$ cat src/hw/povf_pkg.sv
// Package for the overflow-flag register bank: map, fields, carriers
package povf_pkg;

  // ==========================================================
  // Widths
  localparam int ADDR_W = 8;
  localparam int DATA_W = 32;
  localparam int N_EVT  = 4;
  localparam int N_FLAG = 5;

  // ==========================================================
  // Field positions in a register word
  localparam int CYC_BIT = 31;
  localparam int RSV_HI  = 30;
  localparam int RSV_LO  = 4;

  // ==========================================================
  // Register byte addresses
  localparam logic [ADDR_W-1:0] OFS_OVF_SET  = 8'h00;
  localparam logic [ADDR_W-1:0] OFS_OVF_CLR  = 8'h04;
  localparam logic [ADDR_W-1:0] OFS_IRQ_EN   = 8'h08;
  localparam logic [ADDR_W-1:0] OFS_IRQ_STAT = 8'h0c;
  localparam logic [ADDR_W-1:0] OFS_IRQ_CLR  = 8'h10;

  // ==========================================================
  // Reset values
  localparam logic [DATA_W-1:0] WORD_ZERO = 32'h0000_0000;

  // ==========================================================
  // Carriers
  typedef struct packed {
    logic              cycle;
    logic [N_EVT-1:0]  evt;
  } povf_flags_t;

  localparam povf_flags_t FLAGS_RST = 5'h00;

  typedef struct packed {
    logic              wr;
    logic              rd;
    logic [ADDR_W-1:0] addr;
    logic [DATA_W-1:0] wdata;
  } povf_req_t;

  // ==========================================================
  // Word packing
  function automatic logic [DATA_W-1:0] povf_to_word(input povf_flags_t f);
    logic [DATA_W-1:0] w;
    w = WORD_ZERO;
    w[CYC_BIT] = f.cycle;
    w[N_EVT-1:0] = f.evt;
    return w;
  endfunction : povf_to_word

  function automatic povf_flags_t povf_from_word(input logic [DATA_W-1:0] w);
    povf_flags_t f;
    f.cycle = w[CYC_BIT];
    f.evt = w[N_EVT-1:0];
    return f;
  endfunction : povf_from_word

endpackage : povf_pkg

$ cat src/hw/povf_flags.sv
// Overflow-flag bank with set and clear views, interrupt enable and request
// Operation
// Set and clear views share one state
// Set view bit 31 sets cycle flag
// Set view bits 3..0 set event flags
// Written zero bits leave flags unchanged
// Clear view bit 31 clears cycle flag
// Clear view bits 0..3 clear event flags
// Clear view read returns current flags
// Set view read returns current flags
// Each flag one bit, resets to zero
// Clear view holds all implemented flags
// Clear bit 0 touches event 0 only
// Software sets flags only for test/restore
// Flags gated by enables raise interrupt
// Counter wrap sets flag, beats clear
// Bits 30..4 read zero, ignore writes
//
// Added by the designer: the register offsets and strobed register access.
`timescale 1ns/1ps
`default_nettype none

module povf_flags
  import povf_pkg::*;
(
  input  wire logic             ref_clk_i,
  input  wire logic             reset_n_i,
  input  wire logic             ce_i,
  input  wire povf_req_t        reg_req_i,
  output logic [DATA_W-1:0]     reg_rdata_o,
  input  wire logic             cycle_wrap_i,
  input  wire logic [N_EVT-1:0] event_wrap_i,
  output logic [N_EVT-1:0]      event_overflow_o,
  output logic                  cycle_overflow_o,
  output logic                  irq_o
);

  // ==========================================================
  // Decode
  povf_flags_t       flags;
  povf_flags_t       next_flags;
  povf_flags_t       irq_en;
  povf_flags_t       wmask;
  povf_flags_t       wrap;
  logic              wr_set;
  logic              wr_clr;
  logic              wr_en;
  logic [DATA_W-1:0] next_rdata;

  assign wmask  = povf_from_word(reg_req_i.wdata);
  assign wrap   = {cycle_wrap_i, event_wrap_i};
  assign wr_set = reg_req_i.wr && (reg_req_i.addr == OFS_OVF_SET);
  // Interrupt clear register is a second write-1-clear door onto the flags
  assign wr_clr = reg_req_i.wr && ((reg_req_i.addr == OFS_OVF_CLR) ||
                                   (reg_req_i.addr == OFS_IRQ_CLR));
  assign wr_en  = reg_req_i.wr && (reg_req_i.addr == OFS_IRQ_EN);

  // ==========================================================
  // Flag update, one slice per flag
  logic [N_FLAG-1:0] cur_v;
  logic [N_FLAG-1:0] nxt_v;
  logic [N_FLAG-1:0] msk_v;
  logic [N_FLAG-1:0] wrp_v;

  assign cur_v = flags;
  assign msk_v = wmask;
  assign wrp_v = wrap;

  for (genvar i = 0; i < N_FLAG; i++)
  begin : g_flag
    // Wrap wins over a same-cycle clear so no overflow is lost
    assign nxt_v[i] = wrp_v[i] |
                      (wr_set & msk_v[i]) |
                      (cur_v[i] & ~(wr_clr & msk_v[i]));
  end : g_flag

  assign next_flags = nxt_v;

  always_ff @(posedge ref_clk_i)
  begin
    if (!reset_n_i)
    begin
      flags <= FLAGS_RST;
    end
    else if (ce_i)
    begin
      flags <= next_flags;
    end
  end

  // ==========================================================
  // Interrupt enable
  always_ff @(posedge ref_clk_i)
  begin
    if (!reset_n_i)
    begin
      irq_en <= FLAGS_RST;
    end
    else if (ce_i && wr_en)
    begin
      irq_en <= wmask;
    end
  end

  // Level request straight from registered state, no extra latency
  assign irq_o = |(flags & irq_en);

  // ==========================================================
  // Read path
  always_comb
  begin
    next_rdata = WORD_ZERO;
    if (reg_req_i.rd)
    begin
      case (reg_req_i.addr)
        OFS_OVF_SET:  next_rdata = povf_to_word(flags);
        OFS_OVF_CLR:  next_rdata = povf_to_word(flags);
        OFS_IRQ_STAT: next_rdata = povf_to_word(flags);
        OFS_IRQ_EN:   next_rdata = povf_to_word(irq_en);
        default:      next_rdata = WORD_ZERO;
      endcase
    end
  end

  // Data stands from the cycle after the strobe until the next edge with ce_i high
  always_ff @(posedge ref_clk_i)
  begin
    if (!reset_n_i)
    begin
      reg_rdata_o <= WORD_ZERO;
    end
    else if (ce_i)
    begin
      reg_rdata_o <= next_rdata;
    end
  end

  assign cycle_overflow_o = flags.cycle;
  assign event_overflow_o = flags.evt;

  // ==========================================================
  // Checks
  logic rd_set;
  logic rd_clr;

  assign rd_set = reg_req_i.rd && (reg_req_i.addr == OFS_OVF_SET);
  assign rd_clr = reg_req_i.rd && (reg_req_i.addr == OFS_OVF_CLR);

  // ==========================================================
  // Checks on decode, enables and interrupt
  logic rd_stat;
  logic rd_en;
  logic wr_stat;
  logic rd_known;
  logic rd_unmapped;

  assign rd_stat     = reg_req_i.rd && (reg_req_i.addr == OFS_IRQ_STAT);
  assign rd_en       = reg_req_i.rd && (reg_req_i.addr == OFS_IRQ_EN);
  assign wr_stat     = reg_req_i.wr && (reg_req_i.addr == OFS_IRQ_STAT);
  assign rd_known    = rd_set || rd_clr || rd_stat || rd_en;
  assign rd_unmapped = reg_req_i.rd && !rd_known;
endmodule : povf_flags

`default_nettype wire

$ cat config.mk
export PLATFORM = sky130hd
export DESIGN_NAME = povf_flags
export DESIGN_NICKNAME = d
export VERILOG_FILES = /design/src/hw/povf_pkg.sv /design/src/hw/povf_flags.sv
export SDC_FILE = /design/constraint.sdc
export NUM_CORES = 1
export LEC_CHECK = 0
export BUFFER_PORTS_ARGS = -buffer_cell sky130_fd_sc_hd__buf_2
export CAP_MARGIN = 20
export CELL_PAD_IN_SITES_DETAIL_PLACEMENT = 1
export CELL_PAD_IN_SITES_GLOBAL_PLACEMENT = 1
export CORE_ASPECT_RATIO = 1.2
export CORE_MARGIN = 2
export CORE_UTILIZATION = 26
export DETAILED_ROUTE_END_ITERATION = 6
export PLACE_DENSITY = 0.91
export SETUP_SLACK_MARGIN = 0.02
export SYNTH_ARGS = -nofsm -noshare
export SYNTH_HDL_FRONTEND = slang
export SYNTH_SLANG_ARGS = --single-unit
$ cat constraint.sdc
create_clock -name ref_clk_i -period 2.9 [get_ports ref_clk_i]
set_input_delay 0.435 -clock ref_clk_i [delete_from_list [all_inputs] [get_ports ref_clk_i]]
set_output_delay 0.435 -clock ref_clk_i [all_outputs]
set_load 0.1 [all_outputs]
======== After elaboration in Yosys (flattened, before gate mapping) ========
Cells that the tools add are included.
W data, S select, Z words.
storage, ports and cells
  bits in registers ....................... 42
  bits of input ports ..................... 50
  output and inout port bits .............. 38
  logic and storage cells ................. 50
operators by class
  eq/ne operators ......................... 4
  mux-type cells .......................... 2
  bitwise operators ....................... 31
  reductions and logical operators ........ 8
operators by type and width
  kind                  count
  $pmux W32 S2          1
  $mux W32              1
  $eq A8 B4 Y1 const B  2
  $and A1 B1 Y1         15
  $or A1 B1 Y1          10
  $eq A8 B3 Y1 const B  1
  $eq A8 B5 Y1 const B  1
  $logic_not A8 Y1      1
  $and A5 B5 Y5         1
  $not A1 Y1            5
  $reduce_or A5 Y1      1
  $logic_and A1 B1 Y1   4
  $reduce_or A3 Y1      1
  $logic_or A1 B1 Y1    1

======== Logic depth before layout (Yosys ltp) ========
Gate-level depths: netlist of run 1.
  word-level depth ........................ 7
  mapped depth ............................ 5
  gate-level depth less buffers ........... 4

======== Least setup slack after synthesis of run 1 ========
No wires, ideal clock.
  kind .................................... flip-flop to output port
  start point ............................. register flags, in the netlist event_overflow_o[3]
  end point ............................... output port irq_o
  data arrival time ....................... 1.930 ns
  slack ................................... 0.535 ns
  cell stages (with the launch flop) ...... 3
  cell sequence ........................... dfxtp_1 -> a222oi_1 -> nand2_1
between the ends
  word-level cells in the longest chain between the ends .. 2
RTL lines
  item                    line               source
  from (decl)             povf_flags.sv:40   povf_flags_t flags;
  from (signal assigned)  povf_flags.sv:87   flags <= next_flags;
  $and A5 B5 Y5           povf_flags.sv:106  assign irq_o = |(flags & irq_en);
  $reduce_or A5 Y1        povf_flags.sv:106
  to (decl)               povf_flags.sv:35   output logic irq_o
No other way between the ends.

======== Final worst setup path of run 1 ========
Ends and elaborated chain as after synthesis.

==> results.toml, run 1 <==
[status]
status = "completed"

[critical_path]
reg2regPathDepth = 3
start_kind = "flip-flop"
rrSetupSlack_ns = 2.06
cp_data_required_time_ns = 2.47
critical_path_class = "reg2out"
rr_endpoint = "reg_rdata_o[3]"
crit_arrival_ns = 1.35
crit_chain = "a222oi_1 > nand2_1 > buf_2"
reg2reg_from = "event_overflow_o[3]"
critPathMaxStageDelay_ns = 0.34
worstPathMaxFanout = 4
crit_path_end_kind = "primary output"
crit_slowest_cell = "dfxtp_1"

[drt]
ant_nets = 0
vias = 860
drtIter0Drc = 12
drc = 0
wl_mm = 2.44
dr.pass1.iters = 4
via_per_inst = 4.26
avgRoutedWirePerCell_um = 12.1

[power_and_ir_drop]
power_density_nw_per_um2 = 552
finalPower_mw = 0.629
p_leak_nw = 0.589
vdd_ir_drop_max_v = 0.000140

[die]
die_height_um = 71.5
fp.coreArea_um2 = 3630
fp.dieArea_um2 = 4310
rows = 24
ios = 88
initial_utilization_pct = 27.2
die_w_um = 60.3

[synth]
synth_edf_count = 0
yosysMostFrequentCell = "buf_4"
ys_ff_latch = 15
ys.flop_type = "dfxtp_1"
syn_inst = 117
synth.top_cell.area_share_pct = 30.4
async_reset_ff_share_pct = 0
yosysSeqAreaShare_pct = 30.4
postSynthAreaPerCell_um2 = 8.44
ys_top_cells_by_count = "buf_4 (27), dfxtp_1 (15), inv_1 (10), mux2i_1 (10), nor2_1 (7)"
yosysWarnings = 0
synth_top_area_cell = "dfxtp_1"
synth_area_leaders = "dfxtp_1 (30%), buf_4 (21%), mux2i_1 (10%), nand4b_1 (4.4%), inv_1 (3.8%)"
yosysUniqueCellTypes = 26
synth_area_um2 = 987

[sta]
finalSetupViolCount = 0
rsz0062_at_grt = "false"
post-route-period-util_pct = 61.4
max_freq_ghz = 0.561
final-max-slew-violation-count = 0
period_needed_ns = 1.78
finalSetupTns_ns = 0
fin_worst_skew_ns = 0.00125
hold_viol_final = 0

[worst_hold_path]
hold_path.class = "in2reg"
hold_start = "event_wrap_i[1]"
min_delay_path_depth = 3
worstHoldEndpoint = "event_overflow_o[1]"

[layout]
area_growth_pct = 15.5
fillers = 458
nNetsFinal = 201
multi_input_area_um2 = 522
drive_gt1_share_pct = 27.3
antenna_cells = 0
regArea_um2 = 300

[placement]
io_buffers = 33
dp_hpwl_mm = 1.95
gp_congestion = 0.751

[cts]
cts_tree = "built"
root_buffer = "clkbuf_8"
cts_hold_buf = 0
cts_resized = 0
cts.path.max_buffers = 2
postCtsSetupBuffers = 0
cts.clk_slew.worst_paths_ns = 0.07
clk-insertion-delay-late_ns = 0.25
cts.sinks = 15
cts_buffers = 3
cts_max_level = 1

[grt]
grt_max_degree = 14
overflow = 0
grt_pass1_vias = 805
grt_pass1_wl_mm = 3.71
grt.total_usage_pct = 11.6
antenna_found_initial = 0

[job]
maxCapViolCount = 0
-- stage by stage --
step	utilization (%)	instance area (µm²)	hold WS, ns	setup slack (ns)	cells
2_1_floorplan	-	1080	0.484	0.535	143
4_1_cts	31.4	1140	0.446	1.11	202
6_report	31.4	1140	0.445	1.12	202
3_3_place_gp	30.1	1090	0.498	1.23	198
3_5_place_dp	30.1	1090	0.525	1.18	198
5_1_grt	31.4	1140	0.464	1.06	202
-- power breakdown --
group | internal (mW) | switching [mW]
clock | 0.0953 | 0.0783
combinational | 0.0251 | 0.214
sequential | 0.211 | 0.00523
total | 0.331 | 0.298
-- cell type report --
cell class / count / share of cell area [%]
clock buffers: 3 / 3.62
repair buffers: 33 / 14.5
multi-input cells: 87 / 45.8
well taps: 52 / 5.71
inverters: 11 / 3.62
flip-flops and latches: 15 / 26.3
clock inverters: 1 / 0.439
-- kinds of logic (layout without fill, tap and decap cells) --
| group | Yosys count | after routing | synth area share [%] |
|---|---|---|---|
| xor gates and xnor gates | 1 | 1 | 0.887 |
| AOI/OAI and AO/OA | 17 | 17 | 10.6 |
| buffers and inverters | 41 | 48 | 26.6 |
| DFF | 15 | 15 | 30.4 |
| other | 1 | 27 | 0.380 |
| muxes | 10 | 10 | 10.1 |
| and+or+nand+nor | 32 | 32 | 20.9 |
-- worst max-delay path: cells and delay by family (launching register included) --
| kind | cells | cell delay [ns] |
|---|---|---|
| buffers and inverters | 1 | 0.31 |
| AO/OA/AOI/OAI | 1 | 0.33 |
| AND/OR/NAND/NOR | 1 | 0.11 |
| flip-flops | 1 | 0.34 |
-- sequential cells by signal (all words and copies together), names as in the netlist --
signal            count
cycle_overflow_o      1
irq_en                5
event_overflow_o      4
reg_rdata_o           5
-- cells in the final DEF, fill, tap and decap left out, drive strengths merged --
master | Yosys | final
nor2 | 7 | 7
mux2i | 10 | 10
inv | 10 | 10
and4b | 1 | 1
and2 | 6 | 6
nand4 | 2 | 2
nor4 | 1 | 1
xor2 | 1 | 1
nor3 | 1 | 1
clkinv | 1 | 2
and3b | 1 | 1
clkbuf | 0 | 3
a31oi | 5 | 5
nand2 | 6 | 6
nand3 | 1 | 1
a22oi | 1 | 1
nand4b | 5 | 5
conb | 1 | 27
nand2b | 1 | 1
a222oi | 1 | 1
dfxtp | 15 | 15
o22ai | 5 | 5
o21ai | 5 | 5
buf | 29 | 33
-- worst max path at each step --
stage / from / to / cells after the start
2_1_floorplan: event_overflow_o[3] / irq_o / 2
3_3_place_gp: ce_i / event_overflow_o[0] / 5
3_5_place_dp: ce_i / event_overflow_o[3] / 5
4_1_cts: event_overflow_o[3] / irq_o / 3
5_1_grt: event_overflow_o[3] / irq_o / 3
6_report: event_overflow_o[3] / irq_o / 3
-- layer usage --
| metal | track usage [%] | vias to the layer above | wire length [µm] |
|---|---|---|---|
| met5 | 0 | - | 0 |
| li1 | - | 412 | - |
| met1 | 13.7 | 399 | 995 |
| met3 | 1.62 | 5 | 203 |
| met4 | 6.91 | 0 | 56 |
| met2 | 19.6 | 44 | 1180 |
Power figures use the tool's default switching activity.
==> run 2: changes to the inputs <==
--- a/config.mk
+++ b/config.mk
@@ -5,15 +5,16 @@
 export SDC_FILE = /design/constraint.sdc
 export NUM_CORES = 1
 export LEC_CHECK = 0
+export ABC_AREA = 1
 export BUFFER_PORTS_ARGS = -buffer_cell sky130_fd_sc_hd__buf_2
 export CAP_MARGIN = 20
 export CELL_PAD_IN_SITES_DETAIL_PLACEMENT = 1
 export CELL_PAD_IN_SITES_GLOBAL_PLACEMENT = 1
 export CORE_ASPECT_RATIO = 1.2
 export CORE_MARGIN = 2
-export CORE_UTILIZATION = 26
+export CORE_UTILIZATION = 22
 export DETAILED_ROUTE_END_ITERATION = 6
-export PLACE_DENSITY = 0.91
+export PLACE_DENSITY = 0.83
 export SETUP_SLACK_MARGIN = 0.02
 export SYNTH_ARGS = -nofsm -noshare
 export SYNTH_HDL_FRONTEND = slang
==> constraint.sdc (replaced) <==
create_clock -name ref_clk_i -period 1.46 [get_ports ref_clk_i]
set_input_delay 0.219 -clock ref_clk_i [delete_from_list [all_inputs] [get_ports ref_clk_i]]
set_output_delay 0.219 -clock ref_clk_i [all_outputs]
set_load 0.1 [all_outputs]
==> results.toml, run 2 <==
[cts]
cts.clk_slew.worst_paths_ns = 0.07
cts.path.max_buffers = 2
clk-insertion-delay-late_ns = 0.26
cts_hold_buf = 0
cts_buffers = 3
cts.sinks = 15
cts_max_level = 1
root_buffer = "clkbuf_8"
cts_tree = "built"

[power_and_ir_drop]
pwr-share-comb_pct = 38.6
p_sw_share_pct = 48.4
power_frac_clock_pct = 27.8
seq_power_share_pct = 33.6
finalPower_mw = 1.28
p_sw_mw = 0.621
power_density_nw_per_um2 = 958
power.internal_mw = 0.661
p_leak_nw = 0.745
vdd_ir_drop_max_v = 0.000284

[sta]
max_freq_ghz = 0.694
fin_worst_skew_ns = 0.00295
rsz0062_at_grt = "true"
hold_viol_final = 0
finalSetupViolCount = 0
post-route-period-util_pct = 98.8
final-max-slew-violation-count = 0
worst_slack_ns = 0.0182
period_needed_ns = 1.44

[layout]
nNetsFinal = 267
drive_gt1_share_pct = 28.2
layout_commonest_cell = "nand2_1"
antenna_cells = 0
regArea_um2 = 309
fillers = 662
multi_input_area_um2 = 616
design_area_um2 = 1340
layout_common_cells = "nand2_1 (60), buf_2 (32), conb_1 (27)"
area_growth_pct = 21.2

[critical_path]
crit_arrival_ns = 1.22
worstPathMaxFanout = 3
reg2reg_from = "event_overflow_o[0]"
critPathMaxStageDelay_ns = 0.33
start_kind = "flip-flop"
crit_top_cell = "nand2_1"
cp_data_required_time_ns = 1.24
critical_path_class = "reg2out"
reg2regPathDepth = 5
crit_buf_inv = 1
rrSetupSlack_ns = 0.65
crit_family = "flip-flops"
crit_path_end_kind = "primary output"
crit_slowest_cell = "dfxtp_2"
crit_chain = "nand2_1 > nand2_1 > a221oi_2 > nand2_4 > buf_12"
rr_endpoint = "reg_rdata_o[0]"

[placement]
postPlaceCellArea_um2 = 1260
place_ws_ns = 0.151
dp_hpwl_mm = 2.41
io_buffers = 33
gp_congestion = 0.739

[die]
ios = 88
die_height_um = 81.6
fp.dieArea_um2 = 5610
initial_utilization_pct = 22.7
die_w_um = 68.7
fp.coreArea_um2 = 4870
rows = 28

[synth]
ys_ff_latch = 15
synth-compound-area-share_pct = 5.32
synth_area_um2 = 1100
yosysMostFrequentCell = "nand2_1"
yosysWarnings = 0
synth.top_cell.area_share_pct = 27.2
muxShareOfSynthArea_pct = 0
ys.flop_type = "dfxtp_1"
yosysSeqAreaShare_pct = 27.2
async_reset_ff_share_pct = 0
postSynthAreaPerCell_um2 = 6.21
synth_top_family_by_area = "simple AND/OR/NAND/NOR gates"
synth_area_leaders = "dfxtp_1 (27%), nand2_1 (21%), buf_4 (19%), inv_1 (6.8%), nand3_1 (6.8%)"
ys_top_cells_by_count = "nand2_1 (61), buf_4 (28), inv_1 (20)"
synthAdderAreaFrac_pct = 0
syn_inst = 178
synth_edf_count = 0
synthSimpleGateAreaFrac_pct = 40.0
synth_top_area_cell = "dfxtp_1"
synth_xor_area_share_pct = 0
yosysUniqueCellTypes = 16

[drt]
ant_nets = 0
wl_mm = 2.93
dr.pass1.iters = 4
vias = 1101
via_per_inst = 3.99
avgRoutedWirePerCell_um = 10.6
drc = 0
drtIter0Drc = 18

[grt]
grt_pass1_vias = 1020
overflow = 0
grt_max_degree = 14
antenna_found_initial = 0
grt_pass1_wl_mm = 4.46
grt.total_usage_pct = 10.6

[worst_hold_path]
hold_start = "reg_req_i[2]"
hold_path.class = "in2reg"
worstHoldEndpoint = "irq_en[2]"
min_delay_path_depth = 3

[status]
status = "completed"

[job]
maxCapViolCount = 0
[run 2: changes by cell type after synthesis, sizes merged, moves of 2 or more]
cell    before  now
a31oi        5    0
nand4b       5    0
nand4        2    0
nand3        1   16
inv         10   22
o22ai        5    0
a21oi        0   10
nor2         7   18
mux2i       10    0
o21ai        5    0
and2         6    0
nand2        6   64
[run 2: repair_timing]
item | CTS | global route
pin swaps | 1 | 1
setup endpoints to repair | 1 | 1
gates resized for setup | 5 | 1
buffers inserted | 2 | 0
[run 2: power groups by stage]
stage | Clock, mW | Combinational [mW] | Sequential (mW)
after global routing | 0.377 | 0.517 | 0.432
after CTS | 0.357 | 0.497 | 0.431
after floorplan | 0 | 0.414 | 0.508
final | 0.357 | 0.495 | 0.431
after global placement | 0 | 0.483 | 0.442
after detailed placement | 0 | 0.489 | 0.442
[run 2: stage by stage]
step | cells | setup TNS (ns) | hold WS (ns) | util, %
after floorplan | 204 | 0 | 0.339 | -
after global placement | 270 | 0 | 0.454 | 25.9
after detailed placement | 270 | 0 | 0.457 | 25.9
after CTS | 276 | 0 | 0.211 | 27.5
after global routing | 276 | -0.0360 | 0.224 | 27.5
final | 276 | 0 | 0.209 | 27.5
[run 2: worst max path at each step]
stage                                    from             endpoint  slack (ns)  cells past startpoint
after floorplan           event_overflow_o[1]                irq_o        0.07                      4
after CTS                           irq_en[1]                irq_o        0.02                      5
after detailed placement        reg_req_i[37]  event_overflow_o[1]        0.15                      8
final                               irq_en[1]                irq_o        0.02                      5
after global routing                irq_en[0]                irq_o       -0.04                      5
after global placement    event_overflow_o[1]                irq_o        0.19                      5
[run 2: logic make-up after synthesis]
family                 after synthesis
AND/OR/NAND/NOR                     99
buffers and inverters               52
flip-flops                          15
AO/OA/AOI/OAI                       11
other                                1
[run 2: layout make-up]
type                            instances  area share [%]
Tap cell                               60            5.61
Clock inverter                          1           0.374
Sequential cell                        15            23.1
Timing Repair Buffer                   36            15.1
Inverter                               24            6.73
Multi-Input combinational cell        137            46.0
Clock buffer                            3            3.08
[run 2: layer usage]
metal / vias to the layer above / share of wire (%) / track usage [%]
met2: 40 / 53 / 20.2
li1: 561 / - / -
met5: - / 0 / 0
met4: 0 / 1.6 / 4.31
met1: 495 / 38 / 11.2
met3: 5 / 7.0 / 1.92
[run 2: tightest hold or removal path: stages]
cell    delay (ns)
buf_2         0.09
nor2_1        0.04
nor2_1        0.08
==> run 3: changes to the inputs <==
--- a/config.mk
+++ b/config.mk
@@ -13,8 +13,10 @@
 export CORE_ASPECT_RATIO = 1.2
 export CORE_MARGIN = 2
 export CORE_UTILIZATION = 22
+export CTS_CLUSTER_DIAMETER = 120
 export DETAILED_ROUTE_END_ITERATION = 6
 export PLACE_DENSITY = 0.83
+export RECOVER_POWER = 25
 export SETUP_SLACK_MARGIN = 0.02
 export SYNTH_ARGS = -nofsm -noshare
 export SYNTH_HDL_FRONTEND = slang
==> constraint.sdc (replaced) <==
create_clock -name ref_clk_i -period 1.46 [get_ports ref_clk_i]
set_input_delay 0.146 -clock ref_clk_i [delete_from_list [all_inputs] [get_ports ref_clk_i]]
set_output_delay 0.146 -clock ref_clk_i [all_outputs]
set_load 0.1 [all_outputs]
==> results.toml, run 3 (synthesized netlist as in run 2, its figures left out) <==
[placement]
post-place-cells = 270
io_buffers = 33
place_ws_ns = 0.172
dp_hpwl_mm = 2.33
gp_congestion = 0.758

[sta]
hold_viol_final = 0
post-route-period-util_pct = 95.2
worst_slack_ns = 0.0696
fin_worst_skew_ns = 0.000795
hold_ws_ns = 0.141
final-max-slew-violation-count = 0
finalSetupViolCount = 0
max_freq_ghz = 0.719
rsz0062_at_grt = "false"
finalSetupTns_ns = 0
period_needed_ns = 1.39

[grt]
grt_max_degree = 14
grt_pass1_vias = 1108
grt.total_usage_pct = 10.4
grt_pass1_wl_mm = 4.51
overflow = 0
antenna_found_initial = 0

[layout]
antenna_cells = 0
area_growth_pct = 16.8
layout_commonest_cell = "nand2_1"
drive_gt1_share_pct = 24.3
layout_common_cells = "nand2_1 (62), buf_2 (32), conb_1 (27)"
multi_input_area_um2 = 598
fillers = 665
nNetsFinal = 265
final_cells = 274
regArea_um2 = 307

[die]
initial_utilization_pct = 22.7
fp.coreArea_um2 = 4870
die_w_um = 68.7
rows = 28
fp.dieArea_um2 = 5610
ios = 88
die_height_um = 81.6

[drt]
ant_nets = 0
dr.pass1.iters = 4
vias = 1115
via_per_inst = 4.07
drc = 0
wl_mm = 2.86
drtIter0Drc = 27
avgRoutedWirePerCell_um = 10.4

[cts]
cts_buffers = 3
cts_resized = 2
cts.sinks = 15
cts.path.max_buffers = 2
cts.clk_slew.worst_paths_ns = 0.06
clk-insertion-delay-late_ns = 0.25
cts_hold_buf = 0
cts_tree = "built"
root_buffer = "clkbuf_8"
postCtsSetupBuffers = 0
cts_max_level = 1

[worst_hold_path]
min_delay_path_depth = 3
hold_path.class = "in2reg"
hold_start = "reg_req_i[31]"
worstHoldEndpoint = "irq_en[4]"

[power_and_ir_drop]
power_density_nw_per_um2 = 973
finalPower_mw = 1.26
vdd_ir_drop_max_v = 0.000253
p_leak_nw = 0.728

[critical_path]
rrSetupSlack_ns = 0.66
reg2reg_from = "irq_en[3]"
cp_data_required_time_ns = 1.31
crit_arrival_ns = 1.24
reg2regPathDepth = 4
rr_endpoint = "reg_rdata_o[3]"
critical_path_class = "reg2out"
crit_path_end_kind = "primary output"
worstPathMaxFanout = 4
start_kind = "flip-flop"

[job]
maxCapViolCount = 0

[status]
status = "completed"
[run 3: changes by cell type in the layout (fill, tap and decap cells not counted)]
cell      before  now
buf_12         1    0
buf_4          3    2
clkbuf_1       0    1
clkinv_2       1    0
dfxtp_1        8   10
dfxtp_2        7    5
inv_1         20   21
inv_2          2    1
nand2_1       60   62
nand2_2        3    1
nand3_1       15   16
nand3_4        1    0
[run 3: layout make-up]
class,count,share of cell area (%)
Inverter,24,6.98
Timing Repair Buffer,34,13.6
Clock buffer,4,3.49
Sequential cell,15,23.8
Multi-Input combinational cell,137,46.4
Tap cell,60,5.82
[run 3: worst max path at each step]
stage          slack (ns)  cells after the start                start  endpoint
6_report             0.07                      5  event_overflow_o[0]     irq_o
2_1_floorplan        0.05                      4  event_overflow_o[1]     irq_o
3_3_place_gp         0.17                      5  event_overflow_o[1]     irq_o
5_1_grt              0.03                      5  event_overflow_o[0]     irq_o
3_5_place_dp         0.17                      5  event_overflow_o[0]     irq_o
4_1_cts              0.06                      5  event_overflow_o[0]     irq_o
[run 3: report_power, final]
group	switching [mW]	internal [mW]	leakage, nW
combinational	0.438	0.0457	0.581
clock	0.144	0.193	0.0228
sequential	0.0121	0.421	0.124
[run 3: critical path: stages, from the launching register on]
cell	delay, ns
dfxtp_2	0.34
nand2_1	0.07
nand2_1	0.06
a221oi_2	0.24
nand2_4	0.06
buf_4	0.24
[run 3: stage by stage]
| stage | util (%) | cell area, µm² |
|---|---|---|
| after floorplan | - | 1220 |
| after global placement | 25.7 | 1250 |
| after detailed placement | 25.7 | 1250 |
| after CTS | 26.8 | 1310 |
| after global routing | 26.5 | 1290 |
| final | 26.5 | 1290 |
[run 3: metal layers]
layer,vias up,routed length [µm],global-route usage (%)
met5,-,0,0
met4,0,55,5.88
met3,6,221,1.78
met2,44,1470,19.9
met1,507,1110,10.1
li1,558,-,-
